### config.mk
export PLATFORM = sky130hd
export DESIGN_NAME = adc_ctl_top
export DESIGN_NICKNAME = d
export VERILOG_FILES = /design/src/verilog/adc_ctl_pkg.sv /design/src/verilog/adc_tad_tick.sv /design/src/verilog/adc_ctl_top.sv
export VERILOG_INCLUDE_DIRS = /design/src /design/src/verilog
export SDC_FILE = /design/constraint.sdc
export NUM_CORES = 1
export LEC_CHECK = 0
export BUFFER_PORTS_ARGS = -buffer_cell sky130_fd_sc_hd__buf_2
export CORE_MARGIN = 5
export CORE_UTILIZATION = 35
export DETAILED_ROUTE_END_ITERATION = 7
export PLACE_DENSITY = 0.54
export SLEW_MARGIN = 25
export SYNTH_ARGS = -nofsm -noshare
export SYNTH_HDL_FRONTEND = slang
export SYNTH_SLANG_ARGS = --single-unit
### constraint.sdc
create_clock -name clk -period 3.6 [get_ports clk]
set_input_delay 0.72 -clock clk [delete_from_list [all_inputs] [get_ports clk]]
set_output_delay 0.72 -clock clk [all_outputs]
set_load 0.05 [all_outputs]
### src/verilog/adc_ctl_regs.svh
// Register map, field positions and timing counts of the converter sequencer
//
// Contract
// - Clock select bits 7:6: 00 div2, 01 div8, 10 div32, 11 internal RC clock.
// - Channel select bits 5:3 route analog input numbered by the field value.
// - Writing go bit 2 while powered starts conversion; reads 1; hardware clears it.
// - Control bit 1 always reads zero whatever is written.
// - Power-on bit 0 powers the converter; cleared means shut down.
// - Result format 1 right justifies, 0 left justifies, unused six bits zero.
// - Pin config bits 3:0 decode each pin role and both reference sources.
// - Pin config 0000 all analog with supply references; 011x all digital.
// - Some codes take input 3 as positive, input 2 as negative reference.
// - Any reset forces every shared pin to analog input.
// - Completion loads the 10-bit result, clears go, sets done together; a go write with power on in the same cycle keeps go set.
// - A conversion takes 12 bit periods from go to result.
// - Clearing go mid conversion aborts, keeps result, reacquires after two periods.
// - After completion the hold stays disconnected for two bit periods.
`ifndef ADC_CTL_REGS_SVH
`define ADC_CTL_REGS_SVH

`define ADC_ADDR_W        3
`define ADC_CONTROL_ADDR  3'h0
`define ADC_PORTCFG_ADDR  3'h1
`define ADC_RES_HIGH_ADDR 3'h2
`define ADC_RES_LOW_ADDR  3'h3
`define ADC_STATUS_ADDR   3'h4

`define ADC_CONTROL_RST   8'h00
`define ADC_PORTCFG_RST   8'h00
`define ADC_CLKSEL_HI     7
`define ADC_CLKSEL_LO     6
`define ADC_CHAN_HI       5
`define ADC_CHAN_LO       3
`define ADC_GO_BIT        2
`define ADC_POWER_BIT     0
`define ADC_FORMAT_BIT    5
`define ADC_PCFG_HI       3
`define ADC_PCFG_LO       0
`define ADC_DONE_BIT      0

`define ADC_DIV_SLOW      6'h1f
`define ADC_DIV_MID       6'h07
`define ADC_DIV_FAST      6'h01
`define ADC_CONV_LAST     4'hb
`define ADC_DISCH_LAST    4'h1
`define ADC_SAR_LAST      4'ha

`endif

### src/verilog/adc_ctl_pkg.sv
// Types shared by the converter sequencer files
package adc_ctl_pkg;

    typedef enum logic [1:0] {
        ADC_CLK_DIV2  = 2'h0,
        ADC_CLK_DIV8  = 2'h1,
        ADC_CLK_DIV32 = 2'h2,
        ADC_CLK_RC    = 2'h3
    } adc_clksel_t;

    typedef enum logic [3:0] {
        ADC_ST_OFF   = 4'b0001,
        ADC_ST_ACQ   = 4'b0010,
        ADC_ST_CONV  = 4'b0100,
        ADC_ST_DISCH = 4'b1000
    } adc_state_t;

    typedef struct packed {
        adc_clksel_t clkSel;
        logic [2:0]  chanSel;
        logic        goFlag;
        logic        powerOn;
    } adc_ctrl_t;

    typedef struct packed {
        logic       resultFormat;
        logic [3:0] pinConfig;
    } adc_portcfg_t;

endpackage

### src/verilog/adc_tad_tick.sv
// Bit-period tick generator for the converter sequencer
`timescale 1ns/10ps
`include "adc_ctl_regs.svh"
module adc_tad_tick
    import adc_ctl_pkg::*;
(
    input  wire logic        clk,
    input  wire logic        rst,
    input  adc_clksel_t      clkSel,
    input  wire logic        rcEdge,
    input  wire logic        run,
    output logic             tick_ff
);

    logic [5:0] divCnt_ff;
    logic [5:0] divLast;

    always_comb
    begin
        case (clkSel)
            ADC_CLK_DIV2:  divLast = `ADC_DIV_FAST;
            ADC_CLK_DIV8:  divLast = `ADC_DIV_MID;
            ADC_CLK_DIV32: divLast = `ADC_DIV_SLOW;
            default:       divLast = `ADC_DIV_FAST;
        endcase
    end

    // Divider restarts when stopped so the first period is whole
    always_ff @(posedge clk)
    begin
        if (rst || !run || divCnt_ff >= divLast)
            divCnt_ff <= 6'h00;
        else
            divCnt_ff <= divCnt_ff + 6'h01;
    end

    always_ff @(posedge clk)
    begin
        if (rst || !run)
            tick_ff <= 1'b0;
        else if (clkSel == ADC_CLK_RC)
            tick_ff <= rcEdge;
        else
            tick_ff <= (divCnt_ff == divLast);
    end

endmodule

### src/verilog/adc_ctl_top.sv
// Converter control sequencer: registers, pin decode and conversion state machine
`timescale 1ns/10ps
`include "adc_ctl_regs.svh"
module adc_ctl_top
    import adc_ctl_pkg::*;
(
    input  wire logic                  clk,
    input  wire logic                  rst,
    input  wire logic [`ADC_ADDR_W-1:0] regAddr,
    input  wire logic [7:0]            regWrData,
    input  wire logic                  regWr,
    input  wire logic                  regRd,
    output logic [7:0]                 regRdData_ff,
    input  wire logic                  rcClkIn,
    input  wire logic                  cmpHigh,
    output logic [9:0]                 sarTrial_ff,
    output logic [2:0]                 chanSel_ff,
    output logic                       holdConnect_ff,
    output logic                       powerUp_ff,
    output logic [7:0]                 pinAnalog_ff,
    output logic                       vrefPosExt_ff,
    output logic                       vrefNegExt_ff,
    output logic                       doneFlag_ff
);

    //--------------------------------------------------------------
    // Declarations
    //--------------------------------------------------------------
    adc_ctrl_t    ctrl_ff;
    adc_portcfg_t pcfg_ff;
    adc_state_t   state_ff;
    adc_state_t   nxt_state;
    logic [9:0]   result_ff;
    logic [9:0]   nxt_sar;
    logic [3:0]   tadCnt_ff;
    logic [3:0]   bitIdx;
    logic [2:0]   rcSync_ff;
    logic         rcEdge;
    logic         tick;
    logic         wrCtrl;
    logic         wrPcfg;
    logic         wrStat;
    logic         goSet;
    logic         goClr;
    logic         complete;
    logic         abort;
    logic [7:0]   rdMux;
    logic [7:0]   decAnalog;
    logic         decPos;
    logic         decNeg;
    logic [3:0]   convTicks_ff;
    localparam logic [7:0] CTRL_RST_VAL = `ADC_CONTROL_RST;
    localparam logic [7:0] PCFG_RST_VAL = `ADC_PORTCFG_RST;

    assign wrCtrl = regWr && (regAddr == `ADC_CONTROL_ADDR);
    assign wrPcfg = regWr && (regAddr == `ADC_PORTCFG_ADDR);
    assign wrStat = regWr && (regAddr == `ADC_STATUS_ADDR);

    //--------------------------------------------------------------
    // Internal RC clock sync and edge detect
    //--------------------------------------------------------------
    always_ff @(posedge clk)
    begin
        if (rst)
            rcSync_ff <= 3'h0;
        else
            rcSync_ff <= {rcSync_ff[1:0], rcClkIn};
    end

    assign rcEdge = rcSync_ff[1] && !rcSync_ff[2];

    adc_tad_tick u_tick (
        .clk     (clk),
        .rst     (rst),
        .clkSel  (ctrl_ff.clkSel),
        .rcEdge  (rcEdge),
        .run     (ctrl_ff.powerOn),
        .tick_ff (tick)
    );

    //--------------------------------------------------------------
    // Conversion events
    //--------------------------------------------------------------
    // Go accepted only when the same write keeps power on
    assign goSet    = wrCtrl && regWrData[`ADC_GO_BIT] && regWrData[`ADC_POWER_BIT];
    assign goClr    = wrCtrl && !regWrData[`ADC_GO_BIT];
    assign complete = (state_ff == ADC_ST_CONV) && tick && (tadCnt_ff == `ADC_CONV_LAST)
                      && ctrl_ff.goFlag && !goClr;
    assign abort    = (state_ff == ADC_ST_CONV) && (goClr || !ctrl_ff.goFlag);

    //--------------------------------------------------------------
    // Control register
    //--------------------------------------------------------------
    always_ff @(posedge clk)
    begin
        if (rst)
        begin
            ctrl_ff <= adc_ctrl_t'({CTRL_RST_VAL[7:2], CTRL_RST_VAL[0]});
        end
        else
        begin
            if (wrCtrl)
            begin
                ctrl_ff.clkSel  <= adc_clksel_t'(regWrData[`ADC_CLKSEL_HI:`ADC_CLKSEL_LO]);
                ctrl_ff.chanSel <= regWrData[`ADC_CHAN_HI:`ADC_CHAN_LO];
                ctrl_ff.powerOn <= regWrData[`ADC_POWER_BIT];
            end
            if (goSet)
                ctrl_ff.goFlag <= 1'b1;
            else if (goClr || complete || (wrCtrl && !regWrData[`ADC_POWER_BIT]))
                ctrl_ff.goFlag <= 1'b0;
        end
    end

    //--------------------------------------------------------------
    // Port configuration register
    //--------------------------------------------------------------
    always_ff @(posedge clk)
    begin
        if (rst)
            pcfg_ff <= adc_portcfg_t'({PCFG_RST_VAL[5], PCFG_RST_VAL[3:0]});
        else if (wrPcfg)
        begin
            pcfg_ff.resultFormat <= regWrData[`ADC_FORMAT_BIT];
            pcfg_ff.pinConfig    <= regWrData[`ADC_PCFG_HI:`ADC_PCFG_LO];
        end
    end

    //--------------------------------------------------------------
    // Pin role and reference decode
    //--------------------------------------------------------------
    always_comb
    begin
        decPos = 1'b0;
        decNeg = 1'b0;
        case (pcfg_ff.pinConfig)
            4'h0:    decAnalog = 8'hff;
            4'h1:    begin decAnalog = 8'hf7; decPos = 1'b1; end
            4'h2:    decAnalog = 8'h1f;
            4'h3:    begin decAnalog = 8'h17; decPos = 1'b1; end
            4'h4:    decAnalog = 8'h0b;
            4'h5:    begin decAnalog = 8'h03; decPos = 1'b1; end
            4'h6:    decAnalog = 8'h00;
            4'h7:    decAnalog = 8'h00;
            4'h8:    begin decAnalog = 8'hf3; decPos = 1'b1; decNeg = 1'b1; end
            4'h9:    decAnalog = 8'h3f;
            4'ha:    begin decAnalog = 8'h37; decPos = 1'b1; end
            4'hb:    begin decAnalog = 8'h33; decPos = 1'b1; decNeg = 1'b1; end
            4'hc:    begin decAnalog = 8'h13; decPos = 1'b1; decNeg = 1'b1; end
            4'hd:    begin decAnalog = 8'h03; decPos = 1'b1; decNeg = 1'b1; end
            4'he:    decAnalog = 8'h01;
            default: begin decAnalog = 8'h01; decPos = 1'b1; decNeg = 1'b1; end
        endcase
    end

    // Reset forces all shared pins analog
    always_ff @(posedge clk)
    begin
        if (rst)
        begin
            pinAnalog_ff  <= 8'hff;
            vrefPosExt_ff <= 1'b0;
            vrefNegExt_ff <= 1'b0;
        end
        else
        begin
            pinAnalog_ff  <= decAnalog;
            vrefPosExt_ff <= decPos;
            vrefNegExt_ff <= decNeg;
        end
    end

    //--------------------------------------------------------------
    // Conversion state machine
    //--------------------------------------------------------------
    always_comb
    begin
        nxt_state = state_ff;
        case (state_ff)
            ADC_ST_OFF:   if (ctrl_ff.powerOn) nxt_state = ADC_ST_ACQ;
            ADC_ST_ACQ:   if (ctrl_ff.goFlag) nxt_state = ADC_ST_CONV;
            ADC_ST_CONV:  if (complete || abort) nxt_state = ADC_ST_DISCH;
            ADC_ST_DISCH: if (tick && tadCnt_ff == `ADC_DISCH_LAST)
                              nxt_state = ADC_ST_ACQ;
            default:      nxt_state = ADC_ST_OFF;
        endcase
        if (!ctrl_ff.powerOn)
            nxt_state = ADC_ST_OFF;
    end

    always_ff @(posedge clk)
    begin
        if (rst)
            state_ff <= ADC_ST_OFF;
        else
            state_ff <= nxt_state;
    end

    // Bit periods elapsed in the current phase
    always_ff @(posedge clk)
    begin
        if (rst || nxt_state != state_ff)
            tadCnt_ff <= 4'h0;
        else if (tick)
            tadCnt_ff <= tadCnt_ff + 4'h1;
    end

    //--------------------------------------------------------------
    // Successive approximation
    //--------------------------------------------------------------
    assign bitIdx = `ADC_SAR_LAST - tadCnt_ff;

    always_comb
    begin
        nxt_sar = sarTrial_ff;
        if (tadCnt_ff == 4'h0)
            nxt_sar = 10'h200;
        else if (tadCnt_ff <= `ADC_SAR_LAST)
        begin
            if (!cmpHigh)
                nxt_sar[bitIdx] = 1'b0;
            if (bitIdx != 4'h0)
                nxt_sar[bitIdx - 4'h1] = 1'b1;
        end
    end

    always_ff @(posedge clk)
    begin
        if (rst)
            sarTrial_ff <= 10'h000;
        else if (state_ff == ADC_ST_CONV && tick)
            sarTrial_ff <= nxt_sar;
    end

    // Abort leaves the previous result in place
    always_ff @(posedge clk)
    begin
        if (rst)
            result_ff <= 10'h000;
        else if (complete)
            result_ff <= sarTrial_ff;
    end

    // Done flag: a completion wins over a clear in the same cycle
    always_ff @(posedge clk)
    begin
        if (rst)
            doneFlag_ff <= 1'b0;
        else if (complete)
            doneFlag_ff <= 1'b1;
        else if (wrStat && regWrData[`ADC_DONE_BIT])
            doneFlag_ff <= 1'b0;
    end

    //--------------------------------------------------------------
    // Analog front end controls
    //--------------------------------------------------------------
    always_ff @(posedge clk)
    begin
        if (rst)
        begin
            holdConnect_ff <= 1'b0;
            chanSel_ff     <= 3'h0;
            powerUp_ff     <= 1'b0;
        end
        else
        begin
            // Hold stays connected through the first period of a conversion and opens at its first tick
            holdConnect_ff <= (nxt_state == ADC_ST_ACQ) ||
                              (nxt_state == ADC_ST_CONV && state_ff == ADC_ST_ACQ) ||
                              (nxt_state == ADC_ST_CONV && tadCnt_ff == 4'h0 && !tick);
            chanSel_ff     <= ctrl_ff.chanSel;
            powerUp_ff     <= ctrl_ff.powerOn;
        end
    end

    //--------------------------------------------------------------
    // Register read
    //--------------------------------------------------------------
    always_comb
    begin
        case (regAddr)
            `ADC_CONTROL_ADDR:  rdMux = {ctrl_ff.clkSel, ctrl_ff.chanSel, ctrl_ff.goFlag,
                                         1'b0, ctrl_ff.powerOn};
            `ADC_PORTCFG_ADDR:  rdMux = {2'h0, pcfg_ff.resultFormat, 1'b0, pcfg_ff.pinConfig};
            `ADC_RES_HIGH_ADDR: rdMux = pcfg_ff.resultFormat ? {6'h00, result_ff[9:8]}
                                                             : result_ff[9:2];
            `ADC_RES_LOW_ADDR:  rdMux = pcfg_ff.resultFormat ? result_ff[7:0]
                                                             : {result_ff[1:0], 6'h00};
            `ADC_STATUS_ADDR:   rdMux = {7'h00, doneFlag_ff};
            default:            rdMux = 8'h00;
        endcase
    end

    always_ff @(posedge clk)
    begin
        if (rst || !regRd)
            regRdData_ff <= 8'h00;
        else
            regRdData_ff <= rdMux;
    end

    //--------------------------------------------------------------
    // Assertions
    //--------------------------------------------------------------
    always_ff @(posedge clk)
        convTicks_ff <= (rst || state_ff != ADC_ST_CONV) ? 4'h0 : convTicks_ff + {3'h0, tick};
endmodule

# [Yosys cells after proc, flatten, opt, wreduce, memory -nomap -nowiden]
# Index checks and enable logic that the tools add are counted.
[word_totals] regBits=74 latchBits=0 ram_bits=0 romBits=0 input_bits=17 output_inout_bits=34 word_cells=142 n_memories=0
[classes] add_sub_neg=4 n_mul=0 n_div=0 n_lt_le_gt_ge=6 eq_ne=31 shifts=0 muxes=27 n_bitwise=3 n_reduce_logical=50
[op_table] op="$pmux W8 S12" count=1
[op_table] op="$mux W10" count=6
[op_table] op="$pmux W8 S5" count=1
[op_table] op="$eq A4 B4 Y1 const B" count=9
[op_table] op="$eq A4 B3 Y1 const B" count=6
[op_table] op="$logic_and A1 B1 Y1" count=20
[op_table] op="$eq A4 B2 Y1 const B" count=4
[op_table] op="$mux W4" count=4
[op_table] op="$mux W8" count=2
[op_table] op="$pmux W4 S4" count=1
[op_table] op="$eq A4 B1 Y1 const B" count=3
[op_table] op="$reduce_or A11 Y1" count=1
[op_table] op="$and A10 B10 Y10" count=1
[op_table] op="$logic_or A1 B1 Y1" count=10
[op_table] op="$lt A4 B5 Y1 const B" count=2
[op_table] op="$not A10 Y10" count=1
[op_table] op="$or A10 B10 Y10" count=1
[op_table] op="$pmux W5 S2" count=1
[op_table] op="$mux W1" count=9
[op_table] op="$demux W1 S4" count=2
[op_table] op="$ge A4 B1 Y1 const B" count=2
[op_table] op="$logic_not A1 Y1" count=8
[op_table] op="$logic_not A4 Y1" count=2
[op_table] op="$reduce_or A7 Y1" count=1
[op_table] op="18 further kinds" count=23

# [Depth between registers and ports, before layout]
[logic_depth] depth_word=14 depth_mapped=8

# [Hierarchy]
# A second synthesis with hierarchy kept.
[unflattened] hier_cells=469 hier_area_um2=3971.3
[by_module_without_submodules] module="adc_ctl_top" instances=1 cells_per_inst=425 area_per_inst_um2=3534.6 seq_area_each_um2=1321.3
[by_module_without_submodules] module="adc_tad_tick" instances=1 cells_per_inst=44 area_per_inst_um2=436.7 seq_area_each_um2=140.1

# [Worst setup path after synthesis]
# Ideal clock, no wire load.
[synth_timing] path_kind="reg2reg" startpoint="reg tadCnt_ff[1]" endpoint="reg sarTrial_ff[8]" setup_time_ns=0.070 arrival_ns=2.153 t_required_ns=3.530 slack_ns=1.376 stages_incl_launch_ff=8 n_path_buf=0 synth_period_minus_slack_ns=2.224 path_cell_list="dfxtp_1 > inv_1 > ha_1 > nor2b_1 > o311ai_1 > nand2_1 > or4b_1 > a21oi_1"
[synth_between] elab_chain_len=14 word_cells_on_any_way=26 classes_between="add/sub (2); order compare (5); mux (10); bitwise (3); reduce/logical (6)"
[synth_lines] element="start, declared" line_no="adc_ctl_top.sv:35" rtl="logic [3:0] tadCnt_ff;"
[synth_lines] element="start signal, assigned" line_no="adc_ctl_top.sv:205" rtl="tadCnt_ff <= tadCnt_ff + 4'h1;"
[synth_lines] element="$sub A4 B4 Y4 (no line)"
[synth_lines] element="$lt A4 B5 Y1 (implied by the code) / $ge A4 B1 Y1 (equally long branches)" line_no="adc_ctl_top.sv:221" rtl="nxt_sar[bitIdx] = 1'b0;"
[synth_lines] element="$logic_and A1 B1 Y1 (implied by the code)" line_no="adc_ctl_top.sv:221"
[synth_lines] element="$mux W1 (implied by the code)" line_no="adc_ctl_top.sv:221"
[synth_lines] element="$demux W1 S4" line_no="adc_ctl_top.sv:221"
[synth_lines] element="$not A10 Y10 (no line)"
[synth_lines] element="$and A10 B10 Y10 (no line)"
[synth_lines] element="$mux W10" line_no="adc_ctl_top.sv:220" rtl="if (!cmpHigh)"
[synth_lines] element="$mux W10" line_no="adc_ctl_top.sv:218" rtl="else if (tadCnt_ff <= `ADC_SAR_LAST)"
[synth_lines] element="$mux W10" line_no="adc_ctl_top.sv:216" rtl="if (tadCnt_ff == 4'h0)"
[synth_lines] element="$or A10 B10 Y10 (no line)"
[synth_lines] element="$mux W10" line_no="adc_ctl_top.sv:222" rtl="if (bitIdx != 4'h0)"
[synth_lines] element="$mux W10" line_no="adc_ctl_top.sv:218"
[synth_lines] element="$mux W10" line_no="adc_ctl_top.sv:216"
[synth_lines] element="end signal, assigned" line_no="adc_ctl_top.sv:232" rtl="sarTrial_ff <= nxt_sar;"
[synth_lines] element="end, declared" line_no="adc_ctl_top.sv:16" rtl="output logic [9:0] sarTrial_ff,"
# Several ways; a longest one is shown, not always the timed one. The select of a mux whose other input is x is not followed.
# A chain may end at the register's enable or synchronous reset.

# [Final worst setup path]
[layout_timing] startpoint="reg tadCnt_ff[0]" endpoint="reg sarTrial_ff[8]"
# Same word-level chain as after synthesis.

==> reports/results.txt <==
fin crit share - 0.7188
Clock transition at path regs - 0.08 ns
main combinational cell family by area after synthesis - simple AND/OR/NAND/NOR gates
R2R cell count - 7
simple-gate share of the synthesized area - 0.2382
syn nets - 472
CP Data Required Time - 3.88 ns
Post-Layout Cell Count - 612
P per Cell Area - 369.6 nW/µm²
count of clock tree sinks - 73
Place WS - 0.8534 ns
post-CTS setup buffer count - 0
vias per cell - 5.206
fin. max-slew vios - 0
H-tree lvl count - 3
HP Start - rcSync_ff[0]
Seq/Total Area, Yosys - 0.3918
initial antenna violation count - 0
io pins - 51
commonest non-fill, non-tap cell in the layout - dfxtp_1
Syn Area/Cell - 8.477 µm²
CORE AREA - 10370 µm²
Resize count post-CTS - 0
largest net degree at the start of global routing - 44
total CTS buffers - 9
Yosys warning count - 0
Yosys top cell area share - 0.3918
Inst Count DP - 596
Clk Latency, worst-skew pair - 0.34 ns
RR Endpoint - sarTrial_ff[8]
Slew @ Worst Pin - 0.6955 ns
# nets final - 503
DP HPWL - 6640 µm
leakage - 1.634 nW
gr usage total - 0.1448
#FFs+latches synth - 73
Reg area - 1461 µm²
count of final setup violators - 0
Slew HR - 0.5357
R2R Path Start - tadCnt_ff[0]
fin crit period - 2.588 ns
distinct cell type count after synthesis - 54
CTS tree - built
Worst setup SP type - flip-flop
DRC - 0
die width - 113.2 µm
run status - completed
Root Driver - clkbuf_8
die area - 12820 µm²
Max Clock Skew - 0.01067 ns
WS Path Type - reg2reg
ys async rst share - 0
first-pass GRT wire length - 15060 µm
hold endpoint - rcSync_ff[1]
worst reg2reg setup slack - 1.01 ns
CP arrival - 2.87 ns
RSZ-0062 raised after global routing - false
GPL Wtd Cong - 0.8510
Core Rows - 37
Synth Area in Compound Gates - 0.1754
Post-Syn Instances - 440
WHS Path Cells - 1
via count - 3186
DRT iter0 DRCs - 192
Routed WL - 8971 µm
Achievable Freq - 386.4 MHz
hold slack - 0.4465 ns
Final ANT Viol Nets - 0
Routed WL per cell - 14.66 µm
xor/xnor cell area share of the yosys netlist - 0.02818
drt pass-1 iters - 4
post-synthesis adder-cell area fraction - 0.05032
via count of the first global-routing pass - 2959
Final WS setup - 1.012 ns
most frequent cells in the layout - dfxtp_1 (73), buf_2 (50), nor2_1 (46)
Die Height - 113.2 µm
mux contribution to synthesized area - 0.05703
Post-synth EDFFs - 0
layout cells sized above 1 - 0.1513
Initial Utilization - 0.3597
Synth area leaders - dfxtp_1 (39%), mux2i_1 (5.1%), ha_1 (5.0%), nor2_1 (4.6%), a21oi_1 (4.2%)
worst min path class - reg2reg
total power - 1.556 mW
ys flop type - dfxtp_1
Syn-to-layout area delta - 12.88%
Final Hold Violating Endpoints - 0
Max Cap Viol - 0
clock buffer depth - 2
multi-input logic area - 2048 µm²
Buffers on Ports - 50
VDD IR max - 0.1605 mV
CP endpoint kind - flip-flop
hold_buf cts - 0
setup TNS - 0 ns
fill cell count - 1065
number of diodes - 0
area leader, netlist - dfxtp_1
GRT overflow - 0
cell area after synthesis - 3730 µm²
CP Max Fanout - 15
==> state kept, by name, indices dropped and copies added (netlist names) <==
register and flops:
vrefNegExt_ff 1, regRdData_ff 8, ctrl_ff 7, result_ff 10, rcSync_ff 3, chanSel_ff 3
u_tick.divCnt_ff 6, u_tick.tick_ff 1, sarTrial_ff 10, state_ff 4, pcfg_ff 5, powerUp_ff 1
vrefPosExt_ff 1, pinAnalog_ff 7, holdConnect_ff 1, tadCnt_ff 4, doneFlag_ff 1
==> metal layers <==
layer  up-vias  share of wire  GRT usage
met4         0          0.011    0.06010
li1       1619              -          -
met3        11          0.053    0.03476
met1      1483           0.47     0.1914
met5         -              0          0
met2        73           0.47     0.2259
==> layout make-up <==
cell class / count / share of cell area
well taps: 136 / 0.04042
clock inverters: 7 / 0.01842
repair buffers: 52 / 0.06300
flip-flops and latches: 73 / 0.3471
multi-input cells: 318 / 0.4865
clock buffers: 9 / 0.02942
inverters: 17 / 0.01516
==> stage by stage <==
stage	util	cell area, µm²
6_report	0.4060	4210
3_5_place_dp	0.3866	4009
5_1_grt	0.4060	4210
4_1_cts	0.4060	4210
2_1_floorplan	-	3730
3_3_place_gp	0.3866	4009
==> synth_stat cells, types with 4 or more instances <==
| master | count |
|---|---|
| nor2_1 | 46 |
| nand2b_1 | 5 |
| a211oi_1 | 4 |
| xnor2_1 | 9 |
| dfxtp_1 | 73 |
| nor2b_1 | 17 |
| a22oi_1 | 6 |
| a31oi_1 | 7 |
| nand2_1 | 33 |
| buf_2 | 8 |
| nor3_1 | 10 |
| mux2i_1 | 19 |
| nand4_1 | 7 |
| clkbuf_1 | 18 |
| inv_1 | 16 |
| nand3b_1 | 10 |
| nand3_1 | 13 |
| ha_1 | 15 |
| o31ai_1 | 6 |
| o21ai_0 | 21 |
| a21oi_1 | 31 |
| o211ai_1 | 6 |
==> worst max-delay path by stage <==
stage                 start        endpoint  slack, ns  cells past startpoint
2_1_floorplan  tadCnt_ff[1]  sarTrial_ff[8]       1.38                      7
4_1_cts        tadCnt_ff[0]  sarTrial_ff[8]       1.02                      7
6_report       tadCnt_ff[0]  sarTrial_ff[8]       1.01                      7
3_5_place_dp     regAddr[1]    result_ff[6]       0.85                      6
3_3_place_gp     regAddr[1]    result_ff[5]       0.87                      6
5_1_grt        tadCnt_ff[0]  sarTrial_ff[8]       0.72                      6
==> report_power, final <==
group	switching [mW]	internal (mW)
clock network	0.335	0.326
logic	0.0499	0.0244
registers	0.00720	0.814
==> kinds of logic (layout without fill, tap and decap cells) <==
| logic type | count (synthesis) | after routing |
|---|---|---|
| AO/OA/AOI/OAI | 103 | 103 |
| XOR/XNOR | 12 | 12 |
| adder cells (fa/ha/maj) | 15 | 15 |
| buffers and inverters | 49 | 85 |
| flip-flops | 73 | 73 |
| multiplexers | 21 | 21 |
| AND/OR/NAND/NOR | 167 | 167 |
==> worst max-delay path: stages (launching register included) <==
cell	delay, ns
dfxtp_1	0.61
inv_1	0.19
ha_1	0.37
nor2b_1	0.15
o311ai_1	0.42
nand2_1	0.12
or4b_1	0.53
a21oi_1	0.12
No activity file was read; power rests on OpenSTA's default activity.
